===== src/core/rmd_pkg.sv =====
// Operation
// - Fixed offsets, base chosen at integration
// - Reserved locations read zero, ignore writes
// - All data clears to zero on reset; sequencer returns to ST_IDLE
// - Register port carries 32-bit words
// - Byte-capable registers also take halfwords
// - Illegal sub-word size answers with SLVERR
// - Little-endian byte lanes only
// - Route distributor, processor, virtual interface regions
// - 0x4000 region reaches requester's control block
// - 0x5000 region selects processor by bits 11:9
// - Secure access selects Secure banked copy
// - Per-processor copies selected by requester
// - Group registers reachable by Secure only
// - Non-secure touch of Secure part: RAZ/WI
package rmd_pkg;

  // Bus geometry
  localparam int DATA_W  = 32;
  localparam int ADDR_W  = 32;
  localparam int OFS_W   = 15;
  localparam int RGN_LSB = 12;
  localparam int TOFS_W  = 13;
  localparam int CPU_W   = 3;
  localparam int LANES   = 4;
  localparam int LANE_W  = 8;

  // Regions, one per 4 KB page of the map
  localparam logic [2:0] RGN_RSVD  = 3'h0;
  localparam logic [2:0] RGN_DIST  = 3'h1;
  localparam logic [2:0] RGN_CPU0  = 3'h2;
  localparam logic [2:0] RGN_CPU1  = 3'h3;
  localparam logic [2:0] RGN_VOWN  = 3'h4;
  localparam logic [2:0] RGN_VSEL  = 3'h5;
  localparam logic [2:0] RGN_VCPU0 = 3'h6;
  localparam logic [2:0] RGN_VCPU1 = 3'h7;

  // Processor-select alias: 512 bytes per processor
  localparam int ALIAS_LSB = 9;
  localparam int ALIAS_MSB = 11;

  // Distributor windows, local 12-bit offsets
  localparam logic [11:0] GRP_LO  = 12'h080;
  localparam logic [11:0] GRP_HI  = 12'h0BF;
  localparam logic [11:0] PRIO_LO = 12'h400;
  localparam logic [11:0] TGT_HI  = 12'hBFF;
  localparam logic [11:0] SGIP_LO = 12'hF10;
  localparam logic [11:0] SGIP_HI = 12'hF2F;

  // Access sizes
  localparam logic [1:0] SZ_BYTE = 2'h0;
  localparam logic [1:0] SZ_HALF = 2'h1;
  localparam logic [1:0] SZ_WORD = 2'h2;

  // Lane strobes
  localparam logic [3:0] STB_ONE = 4'h1;
  localparam logic [3:0] STB_LOH = 4'h3;
  localparam logic [3:0] STB_HIH = 4'hC;
  localparam logic [3:0] STB_ALL = 4'hF;

  // Target block select, one-hot except BLK_NONE, which is all zero
  typedef enum logic [3:0] {
    BLK_NONE  = 4'h0,
    BLK_DIST  = 4'h1,
    BLK_CPUIF = 4'h2,
    BLK_VCTRL = 4'h4,
    BLK_VCPU  = 4'h8
  } rmd_blk_t;

  // Sequencer states, one-hot
  typedef enum logic [2:0] {
    ST_IDLE = 3'h1,
    ST_FWD  = 3'h2,
    ST_RSP  = 3'h4
  } rmd_st_t;

  // Bus request with its attributes
  typedef struct packed {
    logic [ADDR_W-1:0] addr;
    logic              wr;
    logic [1:0]        size;
    logic [DATA_W-1:0] wdata;
    logic              secure;
    logic [CPU_W-1:0]  cpu;
  } rmd_req_t;

  // Request towards a functional block
  typedef struct packed {
    rmd_blk_t          blk;
    logic [TOFS_W-1:0] ofs;
    logic              wr;
    logic [LANES-1:0]  strb;
    logic [DATA_W-1:0] wdata;
    logic              secure;
    logic [CPU_W-1:0]  cpu;
  } rmd_tgt_t;

  // Answer from a functional block
  typedef struct packed {
    logic              ack;
    logic              err;
    logic [DATA_W-1:0] rdata;
  } rmd_trsp_t;

  // Whole state of the decoder
  typedef struct packed {
    rmd_st_t           st;
    rmd_tgt_t          tgt;
    logic [DATA_W-1:0] rdata;
    logic              err;
  } rmd_state_t;

  localparam rmd_state_t ST_RESET = '{
    st: ST_IDLE, tgt: '0, rdata: '0, err: 1'b0};

endpackage


===== src/core/rmd_decode.sv =====
`timescale 1ns/1ps
module rmd_decode #(
  parameter logic [31:0] BASE_ADDR = 32'h0000_0000,
  parameter int          NUM_CPUS  = 8
) (
  input  wire logic               clk_i,
  input  wire logic               rst_i,
  input  wire logic               req_valid_i,
  input  rmd_pkg::rmd_req_t       req_i,
  output logic                    req_ready_o,
  output logic                    rsp_valid_o,
  output logic [31:0]             rsp_rdata_o,
  output logic                    rsp_slverr_o,
  output logic                    tgt_valid_o,
  output rmd_pkg::rmd_tgt_t       tgt_o,
  input  rmd_pkg::rmd_trsp_t      tgt_rsp_i
);
  import rmd_pkg::*;

  ////////////////////////////////////////////////////////////////
  // Declarations

  rmd_state_t          s_q;        // Registered state
  rmd_state_t          s_d;        // Next state
  logic                fire;       // Request taken this cycle
  logic [OFS_W-1:0]    ofs;        // Offset from base
  logic [2:0]          rgn;        // 4 KB page index
  logic [11:0]         lofs;       // Offset inside page
  logic                in_win;     // Address inside our window
  logic                byte_ok;    // Sub-word sizes allowed
  logic                misalign;   // Size and address disagree
  logic                bad_size;   // Answer with SLVERR
  logic                sec_only;   // Secure-only area hit
  logic                raz;        // Read zero, drop write
  logic [LANES-1:0]    strb;       // Byte lanes of request
  rmd_tgt_t            dec_tgt;    // Decoded target request
  logic [DATA_W-1:0]   lane_m;     // Bit mask of live lanes

  ////////////////////////////////////////////////////////////////
  // Address decode

  // Split the address into window, page and local offset
  // base from parameter
  always_comb begin
    in_win = req_i.addr[ADDR_W-1:OFS_W] == BASE_ADDR[ADDR_W-1:OFS_W];
    ofs    = req_i.addr[OFS_W-1:0];
    rgn    = ofs[OFS_W-1:RGN_LSB];
    lofs   = ofs[RGN_LSB-1:0];
  end

  // Lane strobes, little-endian only
  // low address, low lane
  always_comb begin
    strb     = STB_ALL;
    misalign = 1'b0;
    unique case (req_i.size)
      SZ_BYTE: begin
        strb = STB_ONE << req_i.addr[1:0];
      end
      SZ_HALF: begin
        // Halfword must sit on an even byte
        strb     = req_i.addr[1] ? STB_HIH : STB_LOH;
        misalign = req_i.addr[0];
      end
      SZ_WORD: begin
        misalign = req_i.addr[1:0] != 2'h0;
      end
      default: begin
        // Unused size code is always refused
        misalign = 1'b1;
      end
    endcase
  end

  // Which distributor areas accept bytes and halfwords
  // halfword wherever byte
  always_comb begin
    byte_ok = (rgn == RGN_DIST) &&
              (((lofs >= PRIO_LO) && (lofs <= TGT_HI)) ||
               ((lofs >= SGIP_LO) && (lofs <= SGIP_HI)));
  end

  // Size check; word accesses are always legal by size
  // refuse illegal sub-word
  always_comb begin
    bad_size = misalign || ((req_i.size != SZ_WORD) && !byte_ok);
  end

  // Group registers hide from Non-secure requesters
  // secure-only group area
  always_comb begin
    sec_only = (rgn == RGN_DIST) && !req_i.secure &&
               (lofs >= GRP_LO) && (lofs <= GRP_HI);
  end

  // Route page to block, pick bank and local offset
  // page routing
  always_comb begin
    dec_tgt        = '0;
    dec_tgt.wr     = req_i.wr;
    dec_tgt.strb   = strb;
    dec_tgt.wdata  = req_i.wdata;
    dec_tgt.secure = req_i.secure;
    dec_tgt.cpu    = req_i.cpu;
    raz            = !in_win;
    unique case (rgn)
      RGN_DIST: begin
        dec_tgt.blk = BLK_DIST;
        dec_tgt.ofs = {1'b0, lofs};
      end
      RGN_CPU0, RGN_CPU1: begin
        // Processor interfaces span two pages
        dec_tgt.blk = BLK_CPUIF;
        dec_tgt.ofs = ofs[TOFS_W-1:0];
      end
      RGN_VOWN: begin
        dec_tgt.blk = BLK_VCTRL;
        dec_tgt.ofs = {1'b0, lofs};
      end
      RGN_VSEL: begin
        dec_tgt.blk = BLK_VCTRL;
        dec_tgt.cpu = lofs[ALIAS_MSB:ALIAS_LSB];
        dec_tgt.ofs = {{(TOFS_W-ALIAS_LSB){1'b0}},
                       lofs[ALIAS_LSB-1:0]};
        // Alias of an absent processor is empty
        if (int'(lofs[ALIAS_MSB:ALIAS_LSB]) >= NUM_CPUS) begin
          raz = 1'b1;
        end
      end
      RGN_VCPU0, RGN_VCPU1: begin
        dec_tgt.blk = BLK_VCPU;
        dec_tgt.ofs = ofs[TOFS_W-1:0];
      end
      default: begin
        raz = 1'b1;
      end
    endcase
    if (sec_only) begin
      raz = 1'b1;
    end
  end

  ////////////////////////////////////////////////////////////////
  // Read lane mask

  // Zero the lanes the access did not ask for
  for (genvar g = 0; g < LANES; g++) begin : g_lane
    assign lane_m[LANE_W*g +: LANE_W] = {LANE_W{s_q.tgt.strb[g]}};
  end

  ////////////////////////////////////////////////////////////////
  // Sequencer

  assign fire = (s_q.st == ST_IDLE) && req_valid_i;

  // Take, forward, answer; one request in flight
  always_comb begin
    s_d = s_q;
    unique case (s_q.st)
      ST_IDLE: begin
        if (req_valid_i) begin
          s_d.tgt   = dec_tgt;
          s_d.rdata = '0;
          s_d.err   = 1'b0;
          if (raz) begin
            s_d.st = ST_RSP;
          end else if (bad_size) begin
            s_d.err = 1'b1;
            s_d.st  = ST_RSP;
          end else begin
            s_d.st = ST_FWD;
          end
        end
      end
      ST_FWD: begin
        // Block may take any number of cycles
        if (tgt_rsp_i.ack) begin
          s_d.rdata = s_q.tgt.wr ? '0 : (tgt_rsp_i.rdata & lane_m);
          s_d.err   = tgt_rsp_i.err;
          s_d.st    = ST_RSP;
        end
      end
      ST_RSP: begin
        s_d.st = ST_IDLE;
      end
      default: begin
        // Broken one-hot code recovers to idle
        s_d = ST_RESET;
      end
    endcase
    if (rst_i) begin
      s_d = ST_RESET;
    end
  end

  // Single state register
  always_ff @(posedge clk_i) begin
    s_q <= s_d;
  end

  ////////////////////////////////////////////////////////////////
  // Outputs

  assign req_ready_o  = s_q.st == ST_IDLE;
  assign tgt_valid_o  = s_q.st == ST_FWD;
  assign tgt_o        = s_q.tgt;
  assign rsp_valid_o  = s_q.st == ST_RSP;
  assign rsp_rdata_o  = s_q.rdata;
  assign rsp_slverr_o = s_q.err;
endmodule


===== config.mk =====
export PLATFORM = sky130hd
export DESIGN_NAME = rmd_decode
export DESIGN_NICKNAME = d
export VERILOG_FILES = /design/src/core/rmd_pkg.sv /design/src/core/rmd_decode.sv
export SDC_FILE = /design/constraint.sdc
export NUM_CORES = 1
export LEC_CHECK = 0
export BUFFER_PORTS_ARGS = -buffer_cell sky130_fd_sc_hd__clkbuf_2
export CAP_MARGIN = 10
export CORE_UTILIZATION = 40
export DETAILED_ROUTE_END_ITERATION = 12
export PLACE_DENSITY = 0.77
export SLEW_MARGIN = 0
export SYNTH_ARGS = -nofsm -noshare
export SYNTH_HDL_FRONTEND = slang
export SYNTH_SLANG_ARGS = --single-unit

===== constraint.sdc =====
create_clock -name clk_i -period 1.8 [get_ports clk_i]
set_input_delay 0.27 -clock clk_i [delete_from_list [all_inputs] [get_ports clk_i]]
set_output_delay 0.27 -clock clk_i [all_outputs]
set_load 0.1 [all_outputs]

======== Yosys cells after proc, flatten, opt, wreduce, memory -nomap -nowiden ========
Cells that the tools add are included.
storage, ports and cells
  register bits after elaboration ......... 94
  bits of input ports ..................... 108
  output and inout port bits .............. 94
  word-level logic and storage cells ...... 75
cells by class
  magnitude comparators ................... 6
  equal/unequal tests ..................... 15
  shift-type cells ........................ 1
  mux-type cells .......................... 18
  bitwise gates (word level) .............. 3
  reduce and logical (&&, ||, !) cells .... 22
operators by type and width
  kind                                                                 count
  one-hot mux 58 bit (2 select lines)                                  1
  one-hot mux 33 bit (3 select lines)                                  1
  two-way mux 94 bit                                                   1
  one-hot mux 17 bit (5 select lines)                                  1
  two-way mux 33 bit                                                   1
  bitwise AND 32 bit                                                   1
  two-way mux 32 bit                                                   1
  <= comparator 12 bit, second input constant                          2
  logical NOT 17 bit                                                   1
  equality test 3 bit, second input constant                           5
  greater-or-equal comparator 12 x 11 -> 1 bit, second input constant  1
  greater-or-equal comparator 12 bit, second input constant            1
  greater-or-equal comparator 12 x 8 -> 1 bit, second input constant   1
  <= comparator 12 x 8 -> 1 bit, second input constant                 1
  two-way mux 3 bit                                                    4
  equality test 3 x 2 -> 1 bit, second input constant                  3
  one-hot mux 4 bit (2 select lines)                                   1
  logical AND 1 bit                                                    7
  OR reduction 7 bit                                                   1
  equality test 3 x 1 -> 1 bit, second input constant                  2
  one-hot mux 3 bit (2 select lines)                                   1
  OR reduction 2 bit                                                   3
  two-way mux 1 bit                                                    4
  two-way mux 4 bit                                                    1
  other kinds (13)                                                     19

======== Longest topological paths before layout ========
Gate-level depths: netlist of run 1.
  depth in word-level cells ............... 11
  depth in mapped cells ................... 9
  depth with buffers taken out ............ 7

======== Least setup slack after synthesis of run 1 ========
OpenSTA, ideal clock, no wires.
  kind .................................... register to register
  start ................................... reg s_q[93] (netlist name)
  end ..................................... reg s_q, in the netlist rsp_slverr_o
  setup time .............................. 0.078 ns
  data arrival time ....................... 2.332 ns
  required time ........................... 1.722 ns
  setup slack ............................. -0.610 ns
  cell stages (with the launch flop) ...... 6
  buffers on the path ..................... 0
  clock period less this slack ............ 2.410 ns
  cell sequence ........................... dfxtp_1 nand2b_1 nor2_1 nand2_1 o311a_1 nor3_1
between the ends
  longest elaborated chain between the ends .. 3
  elaborated cells on any way between the ends .. 8
RTL lines
  element                           line               RTL
  start, declared                   rmd_decode.sv:23   rmd_state_t s_q;
  start signal, assigned            rmd_decode.sv:198  s_q <= s_d;
  equality test 3 x 2 -> 1 bit *    -
  named net tgt_valid_o             rmd_decode.sv:14   output logic tgt_valid_o,
  != test 2 x 1 -> 1 bit (no line)  -
  AND reduction 3 bit (no line)     -
Mark *: on every way through the listed nets, which the timed path passes. The rest lies on a longest branch.
A chain may end at the register's enable or synchronous reset.

======== Worst setup path in the final report of run 1 ========
  start ................................... reg s_q[91] (netlist name)
  end ..................................... out req_ready_o
between the ends
  longest elaborated chain between the ends .. 1
RTL lines
  element                       line               RTL
  equality test 3 x 1 -> 1 bit  rmd_decode.sv:204  assign req_ready_o = s_q.st == ST_IDLE;
  end, declared                 rmd_decode.sv:10   output logic req_ready_o,
No other way between the ends.

==> summary.md, run 1 <==
| Metric | Value |
|---|---|
| Inserted Diodes | `0` |
| Post-synthesis area per instance | `roughly 8.4 sq um` |
| Die X | `between 100 and 150 um` |
| Worst Path Class, Setup | `reg -> out` |
| Max frequency | `0.568 GHz` |
| Status | `completed` |
| Flops & latches, synth | `94` |
| Post-placement cell area | `about 5000 sq um` |
| DR WL/cell | `between 10 and 15 um` |
| Vias in the first global route | `~3700` |
| Worst Max-Slew Pin Slew | `roughly 0.59 ns` |
| Syn Inst Count | `about 530` |
| Async SR Flop Fraction | `0%` |
| Synth cell count leaders | `dfxtp_1 (94), buf_4 (91), nor2_1 (58), a21oi_1 (55), nand2_1 (48)` |
| Count of input and output buffers | `between 200 and 250` |
| Top post-synthesis cells by area | `dfxtp_1 (42%), buf_4 (15%), a22oi_1 (6.4%)` |
| Cell family with most CP delay | `buffers and inverters` |
| Clock Latency Late Sink | `0.36 ns` |
| Setup crit end kind | `primary output` |
| Number of routed nets with antenna violations | `0` |
| Largest area contributor in the netlist | `dfxtp_1` |
| Setup WS pre-CTS | `-0.109 ns` |
| Die area | `about 12000 sq um` |
| WP data arrival | `around 1.5 ns` |
| Slew Limit Fails | `0` |
| Max VDD drop | `between 0.0004 and 0.0005 V` |
| Pin count of the biggest net entering global routing | `38` |
| Fin worst setup slack | `between 0.03 and 0.04 ns` |
| Ports | `roughly 200` |
| Slowest-stage cell, CP | `or3b_4` |
| Layout net count | `753` |
| Fin crit share | `~98%` |
| Initial DRC count | `roughly 250` |
| GRT Overall Usage | `~20%` |
| Synth top area share | `between 40% and 50%` |
| Tmin final | `1.76 ns` |
| Final Instance Area | `~5300 sq um` |
| Clock Pin Slew Worst Setup and Hold Paths | `~0.10 ns` |
| Unrepaired setup endpoints after global routing | `true` |
| Pre-antenna DRT Iters | `4` |
| Sequential area share after synthesis | `between 40% and 50%` |
| Drt drc | `0` |
| # hold bufs at CTS | `0` |
| CP cell instances | `or3b_4 -> buf_6 -> inv_6 -> buf_12` |
| Final Wtd Congestion | `0.902` |
| Post-synthesis net count | `640` |
| First-pass GRT wire length | `around 18000 um` |
| Longest Clk Path Bufs | `2` |
| Data required, critical path | `roughly 1.5 ns` |
| Final wirelength | `between 10000 and 15000 um` |
| Layout Skew | `0.00767 ns` |
| Fillers | `between 1000 and 1500` |
| Pwr/cell area | `903 nW/um^2` |
| Endpoints failing setup | `0` |
| CTS buffer count | `9` |
| Buffer and inverter count on the worst path | `3` |
| Starting density of the core | `roughly two fifths` |
| CTS root buf | `clkbuf_8` |
| H-Tree Depth | `3` |
| Area of the mapped netlist | `roughly 4400 sq um` |
| Post-synth EDFFs | `0` |
| Initial antenna violation count | `0` |
| Area grow syn2layout | `19.4%` |
| Vias/cell | `just over 5` |
| Post-DP HPWL | `around 8500 um` |
| Crit-path max cell delay | `0.38 ns` |
| Worst Path Max Fanout | `8` |
| FP Rows | `38` |
| Global route overflow | `0` |
| Prevailing post-synth register cell | `dfxtp_1` |
| Hold Path Class | `in -> reg` |
| Layout cells sized above 1 | `between 30 and 40%` |
| Max-Cap Viols | `0` |
| Rel. slew slack | `61.2%` |
| Static leakage | `roughly 2.4 nW` |
| Vias | `4013` |
| Syn. warnings | `0` |
| Yosys cell types | `between 40 and 50` |
| Die Ht | `107 um` |
| CORE AREA | `approximately 11000 sq um` |
| Most common cell in the netlist | `dfxtp_1` |
| CP startpoint kind | `register` |
| CTS tree | `done` |
| Clock sinks | `94` |
| Final hold viol count | `0` |
[cell usage in the layout (no fill, tap or decap), types with 3 or more instances in the layout]
master      n
nor4_1      4
inv_1       7
a22oi_1    38
mux2i_1     3
o21ai_0     3
buf_12      9
nand2b_1    3
clkbuf_2  197
clkbuf_8    9
nand2_1    48
nor3_1      7
nand3_1    11
buf_4      21
inv_6       3
ha_1        3
nor2_1     56
dfxtp_1    92
a21oi_1    55
nand4_1    34
buf_6       3
[kinds of logic (layout without fill, tap and decap cells)]
group	count (synthesis)	in the layout	share of synthesized area, %
and+or+nand+nor	179	179	19.0
buffers and inverters	136	254	20.4
AOI/OAI and AO/OA	112	112	16.3
DFF	94	94	42.3
adders and majority gates	3	3	0.845
muxes	3	3	0.676
xor gates and xnor gates	2	2	0.394
[registers in the layout, summed over array words and instances, names as in the netlist]
| name | count |
|---|---|
| rsp_rdata_o | 32 |
| tgt_o | 58 |
| rsp_slverr_o | 1 |
| s_q | 3 |
[report_power, final]
group | internal [W] | switching [W] | leakage [nW]
registers | 0.00216 | 0.0000477 | 0.766
clock network | 0.000513 | 0.000771 | 0.0833
logic | 0.000344 | 0.000957 | 1.51
[worst paths after layout]
check / from / to / slack, ns / depth (start not counted)
setup reg to reg: s_q[91] / tgt_o[55] / 0.07 / 7
hold / removal: req_i[4] / tgt_o[4] / 0.15 / 3
setup / recovery: s_q[91] / req_ready_o / 0.04 / 4
hold reg to reg: rsp_rdata_o[7] / rsp_rdata_o[7] / 0.46 / 2
[worst register-to-register path, delay by kind of cell (launching register included)]
kind | cells | cell delay (ns)
compound gates | 2 | 0.40
flops | 1 | 0.34
buf+inv | 2 | 0.40
simple gates | 3 | 0.49
[through the flow]
step	total power [W]	util (%)	hold WS [ns]	std cells	setup TNS (ns)
6_report	0.00479	48.9	0.147	787	0
5_1_grt	0.00502	48.9	0.140	787	-0.0265
4_1_cts	0.00484	48.6	0.129	787	0
3_5_place_dp	0.00354	46.9	0.444	770	-0.176
3_3_place_gp	0.00351	46.9	0.437	770	-0.111
2_1_floorplan	0.00327	-	0.387	529	-0.0694
[per-layer routing]
metal | routed length (um) | GRT usage, % | part of all wire (%) | vias to the layer above
li1 | - | - | - | 1981
met3 | 886 | 5.21 | 7.7 | 17
met1 | 4890 | 22.8 | 42 | 1850
met4 | 234 | 9.98 | 2.0 | 0
met5 | 0 | 0 | 0 | -
met2 | 5520 | 34.1 | 48 | 165
[layout make-up]
cell class / instances / area (sq um) / share of cell area (%)
sequential: 94 / 1880 / 35.5
clock inverter: 6 / 46.3 / 0.872
multi-input combinational: 299 / 1680 / 31.7
inverter: 8 / 35.0 / 0.660
clock buffer: 10 / 128 / 2.41
timing repair buffer: 230 / 1360 / 25.6
tap: 140 / 175 / 3.30
[what timing repair did]
action                                  in CTS  in global routing
setup buffers                                1                  0
pin swaps                                    0                  1
endpoints found under the setup margin       1                 37
resized for setup                            2                  9
No activity file was read; power rests on OpenSTA's default activity.
==> inputs of run 2 (changes only) <==
Settings changed: CORE_UTILIZATION 40 to 43, CTS_CLUSTER_SIZE set to 24, PLACE_DENSITY 0.77 to 0.81.
==> summary.md, run 2 (synthesis gave the netlist of run 1 again) <==
| Metric | Value |
|---|---|
| Hold path depth | `3 (unchanged)` |
| Cells after DPL | `758 (was 770)` |
| Final wirelength | `11100 um (was 11500 um)` |
| CP cell instances | `or3b_4 -> inv_6 -> buf_12 (was or3b_4 -> buf_6 -> inv_6 -> buf_12)` |
| WP data arrival | `1.47 ns (was 1.49 ns)` |
| Vias/cell | `5.21 (was 5.10)` |
| CP startpoint kind | `register (unchanged)` |
| Hold Startpoint | `tgt_rsp_i[30] (was req_i[4])` |
| Logic gate share of total power | `27.0% (was 27.2%)` |
| Endpoints failing setup | `0 (unchanged)` |
| Initial antenna violation count | `0 (unchanged)` |
| Reg-to-Reg End | `tgt_o[39] (was tgt_o[55])` |
| Die Ht | `104 um (was 107 um)` |
| Fin crit share | `96.6% (was 97.8%)` |
| CTS tree | `done (unchanged)` |
| Worst Path Max Fanout | `8 (unchanged)` |
| Setup crit end kind | `primary output (unchanged)` |
| Pwr/cell area | `905 nW/um^2 (was 903 nW/um^2)` |
| Die X | `104 um (was 107 um)` |
| Clk network pwr share | `26.6% (was 26.8%)` |
| Layout net count | `750 (was 753)` |
| Data required, critical path | `1.53 ns (about the same)` |
| Number of routed nets with antenna violations | `0 (unchanged)` |
| Max-Cap Viols | `0 (unchanged)` |
| Switching pwr | `0.00168 W (was 0.00178 W)` |
| Reg-to-reg critical path startpoint | `s_q[93] (was s_q[91])` |
| Most common cell after layout, fill and taps aside | `clkbuf_2 (unchanged)` |
| Final Wtd Congestion | `0.848 (was 0.902)` |
| Final Util | `53.0% (was 48.9%)` |
| Inserted Diodes | `0 (unchanged)` |
| Cell family with most CP delay | `simple AND/OR/NAND/NOR gates (was buffers and inverters)` |
| Final hold viol count | `0 (unchanged)` |
| Status | `completed (unchanged)` |
| Pin count of the biggest net entering global routing | `48 (was 38)` |
| Starting density of the core | `44.8% (was 41.0%)` |
| Largest register FFs | `58 (unchanged)` |
| Clock sinks | `94 (unchanged)` |
| Static leakage | `2.34 nW (was 2.36 nW)` |
| Global route overflow | `0 (unchanged)` |
| Vias | `4050 (was 4013)` |
| Flop pwr share | `46.4% (was 46.0%)` |
| Hold Path Class | `in -> reg (unchanged)` |
| GRT Overall Usage | `20.4% (was 19.9%)` |
| Final Instance Count excl. Fillers | `777 (was 787)` |
| # hold bufs at CTS | `0 (unchanged)` |
| Fillers | `919 (was 1022)` |
| Clock Latency Late Sink | `0.35 ns (was 0.36 ns)` |
| Most frequent cells in the layout | `clkbuf_2 (196), dfxtp_1 (93), nor2_1 (56), a21oi_1 (55), nand2_1 (48) (was clkbuf_2 (197), dfxtp_1 (92), nor2_1 (56), a21oi_1 (55), nand2_1 (48))` |
| Max frequency | `0.575 GHz (was 0.568 GHz)` |
| Longest Clk Path Bufs | `2 (unchanged)` |
| First-pass GRT wire length | `17800 um (about the same)` |
| Worst Path Class, Setup | `reg -> out (unchanged)` |
| Hold Path End | `rsp_rdata_o[30] (was tgt_o[4])` |
| Layout cells sized above 1 | `38.7% (was 39.6%)` |
| Crit-path max cell delay | `0.49 ns (was 0.38 ns)` |
| Tmin final | `1.74 ns (was 1.76 ns)` |
| Area grow syn2layout | `18.1% (was 19.4%)` |
| CTS buffer count | `9 (unchanged)` |
| CORE AREA | `9910 sq um (was 10800 sq um)` |
| Worst reg2reg path depth | `6 (was 7)` |
| Unrepaired setup endpoints after global routing | `false (was true)` |
| Buffer and inverter count on the worst path | `2 (was 3)` |
| Vias in the first global route | `3783 (was 3738)` |
| Ports | `202 (unchanged)` |
| Flop-to-flop setup slack | `0.10 ns (was 0.07 ns)` |
| Slew Limit Fails | `0 (unchanged)` |
| Internal Dissipation | `0.00308 W (was 0.00301 W)` |
| Drt drc | `0 (unchanged)` |
| Area of the multi-input gates | `1670 sq um (was 1680 sq um)` |
| Max VDD drop | `0.000470 V (was 0.000486 V)` |
| Slowest-stage cell, CP | `or3b_4 (unchanged)` |
| CTS root buf | `clkbuf_8 (unchanged)` |
| H-Tree Depth | `3 (unchanged)` |
| Count of input and output buffers | `201 (unchanged)` |
| Register area | `1880 sq um (about the same)` |
| Layout Skew | `0.0150 ns (was 0.00767 ns)` |
| Die area | `10700 sq um (was 11500 sq um)` |
| Pre-antenna DRT Iters | `5 (was 4)` |
| Sw frac | `35.3% (was 37.1%)` |
| Initial DRC count | `231 (was 254)` |
| Clock Pin Slew Worst Setup and Hold Paths | `0.09 ns (was 0.10 ns)` |
| Worst Max-Slew Pin Slew | `0.581 ns (was 0.585 ns)` |
| FP Rows | `36 (was 38)` |
| Post-DP HPWL | `8290 um (was 8500 um)` |
| Rel. slew slack | `61.4% (was 61.2%)` |
| DR WL/cell | `14.3 um (was 14.6 um)` |
==> run 2: cell types whose count changed in the layout (fill, tap and decap cells not counted), moves of 2 or more <==
cell / before / now
buf_6: 3 / 1
clkbuf_1: 1 / 3
clkbuf_8: 9 / 11
inv_6: 3 / 1
==> run 2: worst max path at each step <==
stage                   start            to  slack (ns)  depth (start not counted)
detailed placement  req_i[49]       s_q[93]       -0.12                          8
finish                s_q[93]   req_ready_o        0.06                          3
global route          s_q[93]   req_ready_o       0.006                          3
floorplan             s_q[93]  rsp_slverr_o       -0.07                          5
CTS                   s_q[93]   req_ready_o        0.03                          3
global placement    req_i[49]       s_q[93]       -0.08                          8
==> run 2: what timing repair did <==
| action | 4_1_cts | 5_1_grt |
|---|---|---|
| resized for setup | 1 | 2 |
| setup endpoints to repair | 1 | 2 |
| endpoints found under the hold margin | 0 | 0 |
| gates cloned | 0 | 0 |
| setup buffers | 0 | 4 |
| pin swaps | 0 | 1 |
==> run 2: stage by stage <==
step	area, sq um	total power, W	worst slack, ns	setup TNS [ns]	hold slack (ns)
after global placement	5040	0.00350	-0.0801	-0.110	0.439
final	5250	0.00475	0.0606	0	0.165
after detailed placement	5040	0.00353	-0.118	-0.205	0.444
after CTS	5220	0.00480	0.0282	0	0.141
after global routing	5250	0.00498	0.00646	0	0.146
after floorplan	4450	0.00327	-0.0694	-0.0694	0.387
==> run 2: routing by layer <==
| metal | up-vias | routed length (um) | global-route usage, % | share of wire [%] |
|---|---|---|---|---|
| li1 | 1973 | - | - | - |
| met1 | 1899 | 4700 | 24.3 | 42 |
| met2 | 170 | 5540 | 35.5 | 50 |
| met3 | 8 | 774 | 5.48 | 7.0 |
| met4 | 0 | 90 | 6.53 | 0.81 |
| met5 | - | 0 | 0 | 0 |
==> run 2: cell type report <==
cell class                 instances  share of cell area, %
sequential                        94                   35.9
multi-input combinational        299                   31.8
timing repair buffer             227                   25.1
tap                              133                   3.17
clock buffer                      14                   3.10
inverter                           8                  0.667
clock inverter                     2                  0.310
==> run 2: tightest hold or removal path: cells and delay by family <==
kind / cells / cell delay [ns]
buffers and inverters: 1 / 0.08
and+or+nand+nor: 1 / 0.07
AOI/OAI and AO/OA: 1 / 0.06
==> run 2: power by group through the flow <==
stage | registers [W] | clock network (W) | logic (W)
after floorplan | 0.00225 | 0 | 0.00103
after global placement | 0.00225 | 0 | 0.00125
after detailed placement | 0.00225 | 0 | 0.00127
after CTS | 0.00221 | 0.00133 | 0.00127
after global routing | 0.00222 | 0.00142 | 0.00135
final | 0.00221 | 0.00127 | 0.00128
